`src/hdl/eih_pkg.sv`:
```
// eih_pkg: constants shared by the interrupt handler files
// assumes one 200 MHz clock and an 8-bit register port
package eih_pkg;
	// ----------------------------------------
	// sources and vectors
	// ----------------------------------------
	localparam int unsigned NSRC = 12; // number of interrupt sources
	localparam logic [3:0] SRC_EXT0 = 4'h0; // external input 0
	localparam logic [3:0] SRC_TMR0 = 4'h1; // timer 0 overflow
	localparam logic [3:0] SRC_EXT1 = 4'h2; // external input 1
	localparam logic [3:0] SRC_TMR1 = 4'h3; // timer 1 overflow
	localparam logic [11:0] HW_CLEAR_MASK = 12'h00F; // flags cleared on vectoring
	localparam logic [15:0] VEC_BASE = 16'h0003; // vector of source 0
	localparam logic [15:0] VEC_STEP = 16'h0008; // spacing between vectors
	// ----------------------------------------
	// timing in system clocks
	// ----------------------------------------
	localparam logic [2:0] LONG_CALL_INSTR_CYCLES = 3'h4; // forced long call length
	// ----------------------------------------
	// register offsets
	// ----------------------------------------
	localparam logic [7:0] OFF_TIMER_CTRL = 8'h88;
	localparam logic [7:0] OFF_IRQ_EN = 8'hA8;
	localparam logic [7:0] OFF_IRQ_PRIO = 8'hB8;
	localparam logic [7:0] OFF_PIN_CFG = 8'hE4;
	localparam logic [7:0] OFF_EXT_EN = 8'hE6;
	localparam logic [7:0] OFF_PENDING = 8'hE8;
	localparam logic [7:0] OFF_STATUS = 8'hE9;
	localparam logic [7:0] OFF_EXT_PRIO = 8'hF6;
	// ----------------------------------------
	// reset values and field positions
	// ----------------------------------------
	localparam logic [7:0] RST_BYTE = 8'h00; // every register clears at reset except the pin synchronisers, which preset high
	localparam logic [7:0] PRIO_UNUSED = 8'hC0; // upper bits of the B8 priority register read as ones; the F6 one reads them as zeros
	localparam int unsigned EA_BIT = 7; // global enable in enable register
	localparam int unsigned EXT0_SENSE_BIT = 0;
	localparam int unsigned EXT0_FLAG_BIT = 1;
	localparam int unsigned EXT1_SENSE_BIT = 2;
	localparam int unsigned EXT1_FLAG_BIT = 3;
	localparam int unsigned TMR0_FLAG_BIT = 5;
	localparam int unsigned TMR1_FLAG_BIT = 7;
	localparam int unsigned EXT0_PIN_LSB = 0; // 3-bit pin select
	localparam int unsigned EXT0_POL_BIT = 3;
	localparam int unsigned EXT1_PIN_LSB = 4;
	localparam int unsigned EXT1_POL_BIT = 7;

	// vector address of a source index
	function automatic logic [15:0] vec_of(input logic [3:0] idx);
		vec_of = VEC_BASE + VEC_STEP * {12'h000, idx};
	endfunction
endpackage

```
`src/hdl/eih_arb_if.sv`:
```
// eih_arb_if: request bundle between the handler core and its arbiter
// assumes both ends sit on the same system clock
`timescale 1ns/1ps
`default_nettype none
interface eih_arb_if;
	logic [11:0] req; // enabled pending requests
	logic [11:0] prio; // one means high priority
	logic hi_act; // a high level routine runs
	logic lo_act; // a low level routine runs
	logic grant; // a request may be taken
	logic [3:0] idx; // winning source
	logic hi; // winner is high priority
	modport ctl(output req, prio, hi_act, lo_act, input grant, idx, hi);
	modport arb(input req, prio, hi_act, lo_act, output grant, idx, hi);
endinterface // eih_arb_if
`default_nettype wire

```
`src/hdl/eih_arbiter.sv`:
```
// eih_arbiter: two-level fixed-order priority decode
// assumes requests are already masked by all enables
`timescale 1ns/1ps
`default_nettype none
module eih_arbiter (
	eih_arb_if.arb bus
);
	// lowest set index wins within one level
	function automatic logic [4:0] first_set(input logic [11:0] v);
		first_set = 5'h00;
		for (int i = eih_pkg::NSRC - 1; i >= 0; i--) begin
			if (v[i]) begin
				first_set = {1'b1, 4'(i)};
			end
		end
	endfunction

	logic [4:0] hi_pick; // {found, index} among high requests
	logic [4:0] lo_pick; // {found, index} among low requests

	// ----------------------------------------
	// decode
	// ----------------------------------------
	// a high request pre-empts a low routine, nothing pre-empts high
	always_comb begin
		hi_pick = first_set(bus.req & bus.prio);
		lo_pick = first_set(bus.req & ~bus.prio);
		bus.grant = 1'b0;
		bus.idx = 4'h0;
		bus.hi = 1'b0;
		if (hi_pick[4] && !bus.hi_act) begin
			bus.grant = 1'b1;
			bus.idx = hi_pick[3:0];
			bus.hi = 1'b1;
		end else if (lo_pick[4] && !bus.hi_act && !bus.lo_act) begin
			bus.grant = 1'b1;
			bus.idx = lo_pick[3:0];
		end
	end
endmodule // eih_arbiter
`default_nettype wire

```
`src/hdl/eih_ext_sense.sv`:
```
// eih_ext_sense: one external request input with pin select
// assumes the port pins are free-running levels of any phase
`timescale 1ns/1ps
`default_nettype none
module eih_ext_sense (
	input wire logic sys_clk,
	input wire logic rst,
	input wire logic [7:0] pins,
	input wire logic [2:0] pin_sel,
	input wire logic polarity,
	input wire logic sense,
	input wire logic sw_wr,
	input wire logic sw_val,
	input wire logic vec_clr,
	output logic flag
);
	logic sync1_reg; // first stage, read only by the second
	logic sync2_reg; // synchronised pin level
	logic act_prev_reg; // previous active level
	logic edge_flag_reg; // pending flag in edge mode
	logic active; // pin at its active level
	logic rise; // inactive to active change

	// ----------------------------------------
	// synchroniser
	// ----------------------------------------
	// pin is only watched, so the crossbar owner keeps it
	always_ff @(posedge sys_clk) begin
		if (rst) begin
			// idle level of an active-low pin, so no false level or edge follows reset
			sync1_reg <= 1'b1;
			sync2_reg <= 1'b1;
		end else begin
			sync1_reg <= pins[pin_sel];
			sync2_reg <= sync1_reg;
		end
	end

	// polarity one is active high
	assign active = polarity ? sync2_reg : ~sync2_reg;
	assign rise = active & ~act_prev_reg;

	always_ff @(posedge sys_clk) begin
		if (rst) begin
			act_prev_reg <= 1'b0;
		end else begin
			act_prev_reg <= active;
		end
	end

	// ----------------------------------------
	// pending flag
	// ----------------------------------------
	// an edge beats a clear in the same cycle
	always_ff @(posedge sys_clk) begin
		if (rst) begin
			edge_flag_reg <= 1'b0;
		end else if (!sense) begin
			edge_flag_reg <= 1'b0;
		end else if (rise) begin
			edge_flag_reg <= 1'b1;
		end else if (sw_wr) begin
			edge_flag_reg <= sw_val;
		end else if (vec_clr) begin
			edge_flag_reg <= 1'b0;
		end
	end

	// level mode simply follows the pin
	assign flag = sense ? edge_flag_reg : active;
endmodule // eih_ext_sense
`default_nettype wire

```
`src/hdl/eih_top.sv`:
```
// eih_top: interrupt handler of an 8051-style core
// assumes the sequencer reports instruction ends and return_from_irq_instr,
// and peripherals give one-cycle pulses when their event occurs
`timescale 1ns/1ps
`default_nettype none

module eih_top (
	input wire logic sys_clk,
	input wire logic rst,
	input wire logic [7:0] reg_addr,
	input wire logic [7:0] reg_wdata,
	input wire logic reg_wr,
	input wire logic reg_rd,
	output logic [7:0] reg_rdata,
	input wire logic [7:0] port_pins,
	input wire logic [11:0] periph_set,
	input wire logic core_instr_end,
	input wire logic core_next_multi,
	input wire logic core_return_from_irq_instr,
	output logic irq_call,
	output logic [15:0] irq_vector
);
	// ----------------------------------------
	// registers and state
	// ----------------------------------------
	logic [7:0] ie_reg; // global enable, flag, enables 5..0
	logic [5:0] eie_reg; // enables of sources 11..6
	logic [5:0] ip_reg; // priorities of sources 5..0
	logic [5:0] eip_reg; // priorities of sources 11..6
	logic [7:0] timer_control_reg_reg; // timer control; ext flags live outside
	logic [7:0] pincfg_reg; // pin selects and polarities
	logic [11:4] pend_reg; // peripheral pending flags
	logic grace_reg; // enable was cleared in this instruction
	logic return_from_irq_instr_hold_reg; // the one instruction after return_from_irq_instr is running
	logic hi_act_reg; // high level routine in service
	logic lo_act_reg; // low level routine in service
	logic [2:0] call_cnt_reg; // cycles left of the long call
	logic [3:0] idx_reg; // last vectored source
	logic [15:0] vector_reg; // last vector address
	logic [7:0] rdata_reg; // read data, one cycle after the strobe

	// ----------------------------------------
	// decode and combinational terms
	// ----------------------------------------
	logic wr_ie, wr_eie, wr_ip, wr_eip, wr_timer_control_reg, wr_pin, wr_pend;
	logic ext0_flag, ext1_flag; // external pending flags
	logic [11:0] pend; // all pending flags
	logic [11:0] en; // individual enables
	logic clr_now; // this write clears the global enable
	logic ea_eff; // global enable as the arbiter sees it
	logic take; // vector now
	logic [11:0] vec_clr; // hardware clears on vectoring
	logic return_from_irq_instr_end; // a return_from_irq_instr completes now

	eih_arb_if arb ();

	assign wr_ie = reg_wr && reg_addr == eih_pkg::OFF_IRQ_EN;
	assign wr_eie = reg_wr && reg_addr == eih_pkg::OFF_EXT_EN;
	assign wr_ip = reg_wr && reg_addr == eih_pkg::OFF_IRQ_PRIO;
	assign wr_eip = reg_wr && reg_addr == eih_pkg::OFF_EXT_PRIO;
	assign wr_timer_control_reg = reg_wr && reg_addr == eih_pkg::OFF_TIMER_CTRL;
	assign wr_pin = reg_wr && reg_addr == eih_pkg::OFF_PIN_CFG;
	assign wr_pend = reg_wr && reg_addr == eih_pkg::OFF_PENDING;
	assign return_from_irq_instr_end = core_instr_end && core_return_from_irq_instr;

	// twelve flags in fixed source order
	assign pend = {pend_reg, timer_control_reg_reg[eih_pkg::TMR1_FLAG_BIT], ext1_flag,
		timer_control_reg_reg[eih_pkg::TMR0_FLAG_BIT], ext0_flag};
	assign en = {eie_reg, ie_reg[5:0]};

	// a clear of the enable still lets a request through
	// only if the next instruction is a single-cycle one
	assign clr_now = wr_ie && !reg_wdata[eih_pkg::EA_BIT] && ie_reg[eih_pkg::EA_BIT];
	// the clearing cycle itself already counts as the grace window
	assign ea_eff = (ie_reg[eih_pkg::EA_BIT] && !clr_now)
		|| ((grace_reg || clr_now) && !core_next_multi);

	// disabled flags are ignored, enable bit 7 masks all
	assign arb.req = pend & en & {12{ea_eff}};
	assign arb.prio = {eip_reg, ip_reg};
	assign arb.hi_act = hi_act_reg;
	assign arb.lo_act = lo_act_reg;

	// requests decode every clock; the call begins at an instruction end,
	// never at return_from_irq_instr's own end, so exactly one more instruction runs first
	assign take = core_instr_end && !core_return_from_irq_instr
		&& call_cnt_reg == 3'h0 && arb.grant;
	assign vec_clr = take ? (12'h001 << arb.idx) & eih_pkg::HW_CLEAR_MASK : 12'h000;
	assign irq_call = call_cnt_reg != 3'h0;
	assign irq_vector = vector_reg;
	assign reg_rdata = rdata_reg;

	eih_arbiter u_arb (
		.bus(arb)
	);

	// ----------------------------------------
	// external inputs
	// ----------------------------------------
	eih_ext_sense u_ext0 (
		.sys_clk(sys_clk),
		.rst(rst),
		.pins(port_pins),
		.pin_sel(pincfg_reg[eih_pkg::EXT0_PIN_LSB +: 3]),
		.polarity(pincfg_reg[eih_pkg::EXT0_POL_BIT]),
		.sense(timer_control_reg_reg[eih_pkg::EXT0_SENSE_BIT]),
		.sw_wr(wr_timer_control_reg),
		.sw_val(reg_wdata[eih_pkg::EXT0_FLAG_BIT]),
		.vec_clr(vec_clr[eih_pkg::SRC_EXT0]),
		.flag(ext0_flag)
	);

	eih_ext_sense u_ext1 (
		.sys_clk(sys_clk),
		.rst(rst),
		.pins(port_pins),
		.pin_sel(pincfg_reg[eih_pkg::EXT1_PIN_LSB +: 3]),
		.polarity(pincfg_reg[eih_pkg::EXT1_POL_BIT]),
		.sense(timer_control_reg_reg[eih_pkg::EXT1_SENSE_BIT]),
		.sw_wr(wr_timer_control_reg),
		.sw_val(reg_wdata[eih_pkg::EXT1_FLAG_BIT]),
		.vec_clr(vec_clr[eih_pkg::SRC_EXT1]),
		.flag(ext1_flag)
	);

	// ----------------------------------------
	// enable and priority registers
	// ----------------------------------------
	// the stored enable reads zero at once after a clear,
	// even when the grace window lets a request through
	always_ff @(posedge sys_clk) begin
		if (rst) begin
			ie_reg <= eih_pkg::RST_BYTE;
			eie_reg <= 6'h00;
			ip_reg <= 6'h00;
			eip_reg <= 6'h00;
			pincfg_reg <= eih_pkg::RST_BYTE;
		end else begin
			if (wr_ie) begin
				ie_reg <= reg_wdata;
			end
			if (wr_eie) begin
				eie_reg <= reg_wdata[5:0];
			end
			if (wr_ip) begin
				ip_reg <= reg_wdata[5:0];
			end
			if (wr_eip) begin
				eip_reg <= reg_wdata[5:0];
			end
			if (wr_pin) begin
				pincfg_reg <= reg_wdata;
			end
		end
	end

	// ----------------------------------------
	// timer control and timer flags
	// ----------------------------------------
	// timer flags clear on vectoring; an event in the same cycle wins
	always_ff @(posedge sys_clk) begin
		if (rst) begin
			timer_control_reg_reg <= eih_pkg::RST_BYTE;
		end else begin
			if (wr_timer_control_reg) begin
				timer_control_reg_reg <= reg_wdata;
			end
			if (vec_clr[eih_pkg::SRC_TMR0]) begin
				timer_control_reg_reg[eih_pkg::TMR0_FLAG_BIT] <= 1'b0;
			end
			if (vec_clr[eih_pkg::SRC_TMR1]) begin
				timer_control_reg_reg[eih_pkg::TMR1_FLAG_BIT] <= 1'b0;
			end
			if (periph_set[eih_pkg::SRC_TMR0]) begin
				timer_control_reg_reg[eih_pkg::TMR0_FLAG_BIT] <= 1'b1;
			end
			if (periph_set[eih_pkg::SRC_TMR1]) begin
				timer_control_reg_reg[eih_pkg::TMR1_FLAG_BIT] <= 1'b1;
			end
		end
	end

	// ----------------------------------------
	// peripheral pending flags
	// ----------------------------------------
	// never cleared by vectoring: the routine clears them itself
	always_ff @(posedge sys_clk) begin
		if (rst) begin
			pend_reg <= 8'h00;
		end else begin
			if (wr_pend) begin
				pend_reg <= reg_wdata;
			end
			for (int i = 4; i < eih_pkg::NSRC; i++) begin
				if (periph_set[i]) begin
					pend_reg[i] <= 1'b1;
				end
			end
		end
	end

	// ----------------------------------------
	// sequencing state
	// ----------------------------------------
	// grace lasts until the clearing instruction ends
	always_ff @(posedge sys_clk) begin
		if (rst) begin
			grace_reg <= 1'b0;
		end else if (core_instr_end) begin
			grace_reg <= 1'b0;
		end else if (clr_now) begin
			grace_reg <= 1'b1;
		end
	end

	// marks the one instruction that runs after return_from_irq_instr, before a new call
	always_ff @(posedge sys_clk) begin
		if (rst) begin
			return_from_irq_instr_hold_reg <= 1'b0;
		end else if (core_instr_end) begin
			return_from_irq_instr_hold_reg <= core_return_from_irq_instr;
		end
	end

	// in-service levels; return_from_irq_instr retires the higher one first
	// so execution resumes where it was interrupted
	always_ff @(posedge sys_clk) begin
		if (rst) begin
			hi_act_reg <= 1'b0;
			lo_act_reg <= 1'b0;
		end else if (take) begin
			if (arb.hi) begin
				hi_act_reg <= 1'b1;
			end else begin
				lo_act_reg <= 1'b1;
			end
		end else if (return_from_irq_instr_end) begin
			if (hi_act_reg) begin
				hi_act_reg <= 1'b0;
			end else begin
				lo_act_reg <= 1'b0;
			end
		end
	end

	// long call: vector and count load on the taking cycle
	always_ff @(posedge sys_clk) begin
		if (rst) begin
			call_cnt_reg <= 3'h0;
			idx_reg <= 4'h0;
			vector_reg <= 16'h0000;
		end else if (take) begin
			call_cnt_reg <= eih_pkg::LONG_CALL_INSTR_CYCLES;
			idx_reg <= arb.idx;
			vector_reg <= eih_pkg::vec_of(arb.idx);
		end else if (call_cnt_reg != 3'h0) begin
			call_cnt_reg <= call_cnt_reg - 3'h1;
		end
	end

	// ----------------------------------------
	// register read
	// ----------------------------------------
	// data stand one cycle only; unmapped offsets read zero
	always_ff @(posedge sys_clk) begin
		if (rst) begin
			rdata_reg <= 8'h00;
		end else if (reg_rd) begin
			unique case (reg_addr)
				eih_pkg::OFF_IRQ_EN: rdata_reg <= ie_reg;
				eih_pkg::OFF_EXT_EN: rdata_reg <= {2'b00, eie_reg};
				eih_pkg::OFF_IRQ_PRIO: rdata_reg <= eih_pkg::PRIO_UNUSED | {2'b00, ip_reg};
				eih_pkg::OFF_EXT_PRIO: rdata_reg <= {2'b00, eip_reg};
				eih_pkg::OFF_PIN_CFG: rdata_reg <= pincfg_reg;
				eih_pkg::OFF_PENDING: rdata_reg <= pend_reg;
				eih_pkg::OFF_STATUS: rdata_reg <= {hi_act_reg, lo_act_reg, grace_reg, return_from_irq_instr_hold_reg, idx_reg};
				eih_pkg::OFF_TIMER_CTRL: rdata_reg <= {timer_control_reg_reg[7:4], ext1_flag,
					timer_control_reg_reg[2], ext0_flag, timer_control_reg_reg[0]};
				default: rdata_reg <= 8'h00;
			endcase
		end else begin
			rdata_reg <= 8'h00;
		end
	end
endmodule // eih_top
`default_nettype wire

```
`config.mk`:
```
export PLATFORM = sky130hd
export DESIGN_NAME = eih_top
export DESIGN_NICKNAME = d
export VERILOG_FILES = /design/src/hdl/eih_pkg.sv /design/src/hdl/eih_arb_if.sv /design/src/hdl/eih_arbiter.sv /design/src/hdl/eih_ext_sense.sv /design/src/hdl/eih_top.sv
export SDC_FILE = /design/constraint.sdc
export NUM_CORES = 1
export LEC_CHECK = 0
export BUFFER_PORTS_ARGS = -buffer_cell sky130_fd_sc_hd__buf_2
export CAP_MARGIN = 40
export CORE_MARGIN = 2
export CORE_UTILIZATION = 50
export CTS_BUF_LIST = sky130_fd_sc_hd__clkbuf_2
export DETAILED_ROUTE_END_ITERATION = 7
export PLACE_DENSITY = 0.72
export SYNTH_ARGS = -nofsm -noshare
export SYNTH_HDL_FRONTEND = slang
export SYNTH_SLANG_ARGS = --single-unit
export TNS_END_PERCENT = 5
```
`constraint.sdc`:
```
create_clock -name sys_clk -period 4.3 [get_ports sys_clk]
set_input_delay 1.29 -clock sys_clk [delete_from_list [all_inputs] [get_ports sys_clk]]
set_output_delay 1.29 -clock sys_clk [all_outputs]
set_load 0.02 [all_outputs]
```
==> key figures, run 1 <==
Status
  – Status: finished clean

Clock tree
  – Post-CTS setup buffers: 0
  – Cts hold-fix bufs: 0
  – Max clock buf depth: 2
  – # resized after CTS: 0
  – Root Buffer: clkbuf_2
  – Sinks on Clock Net: 76
  – Total CTS buffers: 9
  – Worst-Skew Late Latency: 540 ps
  – Clock transition at path regs: 220 ps
  – Max H-tree Level: 3
  – CTS tree: yes

Place
  – Gp weighted congestion: 0.992
  – Post-DP HPWL: 8560 µm
  – PortBufs: 55

Die
  – Initial core utilization: 51.0%
  – Die area: 9040 µm²
  – Core Rows: 33
  – Die Height: 95.1 µm
  – Io pins: 68
  – Core Region: 8130 µm²
  – Die width: 95.1 µm

Pwr
  – Power, Total: 0.00125 W
  – Pleak: 1.80 nW
  – Power Dens Cells: 274 nW/µm²
  – VDD IR-drop max: 205 µV

Cells and area
  – Most frequent cells in the layout: 76 x dfxtp_1, 55 x buf_2, 51 x nor2_1
  – Share of layout cells above drive strength 1: 22.0%
  – Most common cell after layout, fill and taps aside: dfxtp_1
  – P&R area growth vs syn: 10.3%
  – Final core occ: 56.2%
  – Antenna Diode Count: 0
  – Nets: 583

Setup path
  – Setup crit end kind: flip-flop
  – Startpoint Class: input port
  – Cell chain of the critical path: buf_2 > nor4b_2 > nand4_1 > o221ai_2 > a21oi_2 > or4_1 > a211oi_2 > a211oi_1
  – CP top delay family: simple AND/OR/NAND/NOR gates
  – WP data required: 4720 ps
  – Crit path DAT: 3730 ps
  – Worst Path Max Fanout: 11
  – CP max-delay cell: or4_1
  – CP max stage delay: 570 ps
  – WS Path Type: in2reg
  – Worst Path Buf+Inv: 1

Timing
  – Worst Skew: 23.0 ps
  – Final period utilization: 77.1%
  – Unrepaired setup endpoints after global routing: false
  – Final Max Tran Viols: 0
  – Fin crit period: 3320 ps
  – Worst-margin pin slew: 747 ps
  – Endpoints failing hold: 0
  – # setup viols final: 0
  – Fin Setup TNS: 0 ps
  – F_max: 302 MHz
  – Rel. slew slack: 49.9%

Routing
  – Routed Antenna Nets: 0
  – 1st-iter DRT viols: 406
  – Drt pass-1 iters: 5
  – DRC viols: 0
  – Vias per inst: 6.02
  – Routed len/inst: 17.5 µm
  – Total routed wirelength: 11,300 µm
  – DR vias: 3,892

Yosys
  – Yosys warns: 0
  – Synth Instances: 488
  – Average cell area after synthesis: 8.50 µm²
  – Seq/Total Area, Yosys: 36.7%
  – Yosys cell types: 65
  – Number of synthesized register bits: 76
  – Mapped cell area: 4150 µm²
  – Async SR Flop Fraction: 0%
  – Top FF cell, synth: dfxtp_1
  – Post-synth EDFFs: 0

GRT
  – Grt total ovfl: 0
  – Initial antenna violation count: 0
  – First-pass GRT wire length: 17,700 µm
  – Tot GR Track Use: 25.9%
  – Vias in the first global route: 3,461
  – Largest net degree at the start of global routing: 68

Run
  – Max-Cap Viols: 0

Worst hold path
  – Min-Delay Path Class: reg2reg
stage by stage:
stage / instance area, µm² / instances / setup WS (ps) / hold slack, ps
floorplan: 4180 / 497 / 1010 / 389
global placement: 4470 / 631 / 527 / 396
detailed placement: 4470 / 631 / 452 / 396
CTS: 4570 / 647 / 1050 / 466
global route: 4570 / 647 / 900 / 506
finish: 4570 / 647 / 985 / 454
power breakdown:
part	total [W]	leakage, nW	switching, W	internal [W]
sequential	0.000739	0.617	0.0000155	0.000724
clock	0.000347	0.0587	0.000264	0.0000832
combinational	0.000168	1.13	0.000105	0.0000636
total	0.00125	1.80	0.000384	0.000871
cell usage after synthesis, types with 2 or more instances:
master / number / area share [%]
nand3b_1: 11 / 2.0
buf_1: 2 / 0.18
nand2b_1: 8 / 1.2
or3b_2: 3 / 0.63
a211oi_1: 5 / 0.91
mux2_2: 12 / 3.3
o211ai_1: 3 / 0.54
o22ai_1: 4 / 0.60
a21oi_1: 48 / 5.8
and3_1: 3 / 0.45
buf_4: 11 / 2.0
o21ai_0: 9 / 1.1
dfxtp_1: 76 / 37
nor2_1: 51 / 4.6
nor3_1: 10 / 1.2
nand4_1: 6 / 0.91
clkbuf_1: 18 / 1.6
xor2_2: 2 / 0.78
and2_1: 3 / 0.45
o21ai_2: 2 / 0.42
nand2_1: 44 / 4.0
a211o_1: 4 / 0.84
a222oi_1: 2 / 0.48
a22oi_1: 10 / 1.8
a2111oi_2: 3 / 1.1
nor4b_2: 2 / 0.72
or2_2: 2 / 0.30
a31oi_1: 3 / 0.45
inv_1: 22 / 2.0
nor2b_1: 9 / 1.4
a221oi_1: 6 / 1.3
mux4_2: 4 / 2.2
nor4_2: 2 / 0.60
nand3_1: 27 / 3.3
buf_2: 2 / 0.24
mux2i_1: 27 / 6.5
and3b_1: 2 / 0.42
ha_1: 3 / 0.91
worst paths after layout:
path               startpoint                       end  slack [ps]  cells after the start
max               reg_addr[0]  timer_control_reg_reg[7]         980                      8
min          u_ext1.sync1_reg          u_ext1.sync2_reg         450                      1
min reg2reg  u_ext1.sync1_reg          u_ext1.sync2_reg         450                      1
max reg2reg     pincfg_reg[7]  timer_control_reg_reg[7]        1640                      7
logic make-up after synthesis:
family                   count (synthesis)  share of synthesized area (%)
buffers and inverters                   55                           6.03
adder cells (fa/ha/maj)                  3                          0.905
XOR/XNOR                                 3                          0.995
other                                    1                         0.0904
multiplexers                            43                           11.9
AND/OR/NAND/NOR                        193                           24.1
flip-flops                              76                           36.7
AO/OA/AOI/OAI                          114                           19.2
cell type report:
class / count / area (µm²)
Sequential cell: 76 / 1520
Fill cell: 762 / 3560
Clock buffer: 10 / 50.0
Timing Repair Buffer: 62 / 328
Multi-Input combinational cell: 366 / 2410
Tap cell: 105 / 131
Clock inverter: 6 / 50.0
Inverter: 22 / 82.6
per-layer routing:
layer  wire length, µm  track usage, %
met5                 0               0
met2              5080            40.8
met4               419            11.0
met3               917            4.82
met1              4920            34.8
No activity file was read; power rests on OpenSTA's default activity.
==> run 2: changes to the inputs <==
Clock period 4.3 ns to 3.1 ns, I/O delays scaled along.
==> run 2 against run 1 <==
Against the previous run: combinational power rose by 45%; hold slack got worse by 1.7 ps; global-route usage rose by 1.9 points; first-iteration DRC count fell by 40%; cell area rose by 4.1%; register-to-register slack got worse by 1200 ps; clock-buffer cell count fell by 1; via count rose by 1.6%; largest cell class unchanged; largest power group unchanged.
==> key figures, run 2 (synthesis gave the netlist of run 1 again) <==
Status
  – Status: finished clean (unchanged)

Routing
  – Drt pass-1 iters: 5 (unchanged)
  – Vias per inst: 5.93 (was 6.02)
  – Total routed wirelength: 12,200 µm (was 11,300 µm)
  – Routed len/inst: 18.3 µm (was 17.5 µm)
  – DR vias: 3,954 (was 3,892)
  – 1st-iter DRT viols: 243 (was 406)
  – DRC viols: 0 (unchanged)
  – Routed Antenna Nets: 0 (unchanged)

Timing
  – Worst-margin pin slew: 934 ps (was 747 ps)
  – Final Max Tran Viols: 0 (unchanged)
  – F_max: 371 MHz
  – Worst Skew: 39.4 ps (was 23.0 ps)
  – Unrepaired setup endpoints after global routing: false (unchanged)
  – Endpoints failing hold: 0 (unchanged)
  – Rel. slew slack: 36.1% (was 49.9%)
  – Final period utilization: 87.0%
  – Fin crit period: 2700 ps
  – # setup viols final: 0 (unchanged)

GRT
  – Largest net degree at the start of global routing: 68 (unchanged)
  – First-pass GRT wire length: 18,800 µm (was 17,700 µm)
  – Vias in the first global route: 3,666 (was 3,461)
  – Initial antenna violation count: 0 (unchanged)
  – Tot GR Track Use: 27.8% (was 25.9%)
  – Grt total ovfl: 0 (unchanged)

Cells and area
  – P&R area growth vs syn: 14.8% (was 10.3%)
  – Multi-input gate area: 2410 µm² (unchanged)
  – Most common cell after layout, fill and taps aside: dfxtp_1 (unchanged)
  – Nets: 604 (was 583)
  – Share of layout cells above drive strength 1: 24.6% (was 22.0%)
  – Antenna Diode Count: 0 (unchanged)
  – Sequential cell area: 1520 µm² (unchanged)
  – Fillers: 753 (was 762)
  – Most frequent cells in the layout: 76 x dfxtp_1, 55 x buf_2, 51 x nor2_1 (unchanged)
  – Final core occ: 58.5% (was 56.2%)

Die
  – Die width: 95.1 µm (unchanged)
  – Die Height: 95.1 µm (unchanged)
  – Io pins: 68 (unchanged)
  – Core Rows: 33 (unchanged)
  – Core Region: 8130 µm² (unchanged)
  – Initial core utilization: 51.0% (unchanged)
  – Die area: 9040 µm² (unchanged)

Pwr
  – Pleak: 1.93 nW (was 1.80 nW)
  – Power Dens Cells: 401 nW/µm² (was 274 nW/µm²)
  – VDD IR-drop max: 210 µV (was 205 µV)
  – Power, Total: 0.00191 W (was 0.00125 W)

Clock tree
  – Root Buffer: clkbuf_2 (unchanged)
  – Sinks on Clock Net: 76 (unchanged)
  – Post-CTS setup buffers: 0 (unchanged)
  – Max clock buf depth: 2 (unchanged)
  – Max H-tree Level: 3 (unchanged)
  – Cts hold-fix bufs: 0 (unchanged)
  – CTS tree: yes (unchanged)
  – Clock transition at path regs: 200 ps (was 220 ps)
  – # resized after CTS: 0 (unchanged)
  – Worst-Skew Late Latency: 570 ps (was 540 ps)
  – Total CTS buffers: 9 (unchanged)

Setup path
  – Setup crit end kind: flip-flop (unchanged)
  – Crit path DAT: 3120 ps (was 3730 ps)
  – Critical R2R Launch: pincfg_reg[3] (was pincfg_reg[7])
  – Launch point of the critical path: pincfg_reg[3] (was reg_addr[0])
  – WS Path Type: reg2reg (was in2reg)
  – WP data required: 3520 ps (was 4720 ps)
  – Startpoint Class: flip-flop (was input port)
  – Worst Path Max Fanout: 5 (was 11)

Place
  – Post-DP HPWL: 9140 µm (was 8560 µm)
  – PortBufs: 55 (unchanged)
  – Gp weighted congestion: 0.949 (was 0.992)

Worst hold path
  – Hold_sp: u_ext0.sync1_reg (was u_ext1.sync1_reg)
  – Min-Delay Path Class: reg2reg (unchanged)

Run
  – Max-Cap Viols: 0 (unchanged)
## run 2: cell count changes in the layout (fill, tap and decap cells not counted)
cell	before	now
clkinvlp_4	2	0
clkinv_1	0	1
inv_6	1	2
bufinv_16	0	2
clkinv_4	3	0
clkbuf_2	10	9
clkinv_2	0	1
buf_4	7	28
## run 2: final cells by class
type	count	share of cell area, %
Multi-Input combinational cell	366	50.6
Sequential cell	76	31.9
Timing Repair Buffer	83	10.2
Tap cell	105	2.76
Clock inverter	6	1.81
Inverter	22	1.73
Clock buffer	9	0.946
## run 2: report_power, final
part / internal (W) / switching (W) / total (W) / leakage [nW]
sequential: 0.00100 / 0.0000219 / 0.00103 / 0.617
clock: 0.000264 / 0.000375 / 0.000640 / 0.0802
combinational: 0.0000947 / 0.000149 / 0.000243 / 1.23
## run 2: through the flow
| stage | worst slack (ps) | instances | area (µm²) | TNS (ps) | hold slack (ps) |
|---|---|---|---|---|---|
| after CTS | 384 | 667 | 4760 | 0 | 453 |
| final | 403 | 667 | 4760 | 0 | 452 |
| after global routing | 232 | 667 | 4760 | 0 | 469 |
| after global placement | -8.42 | 652 | 4630 | -16.6 | 401 |
| after detailed placement | -107 | 652 | 4630 | -341 | 409 |
| after floorplan | 175 | 497 | 4180 | 0 | 389 |
## run 2: worst paths after layout
check,to,slack (ps),depth (start not counted)
max,timer_control_reg_reg[7],400,7
min,u_ext0.sync2_reg,450,1
max reg2reg,timer_control_reg_reg[7],400,7
min reg2reg,u_ext0.sync2_reg,450,1
## run 2: critical path, stage by stage (launching register included)
cell	delay [ps]
dfxtp_1	480
xor2_2	280
o21ai_2	150
a2111oi_2	490
a21oi_2	160
or4_1	570
a211oi_2	320
a211oi_1	120
## run 2: layer usage
layer  global-route usage (%)  vias to the layer above  wire length, µm
met5                        0                        -                0
met4                     11.4                        0              340
met1                     37.4                     1888             5440
met2                     45.0                      153             5740
li1                         -                     1888                -
met3                     3.79                       25              718
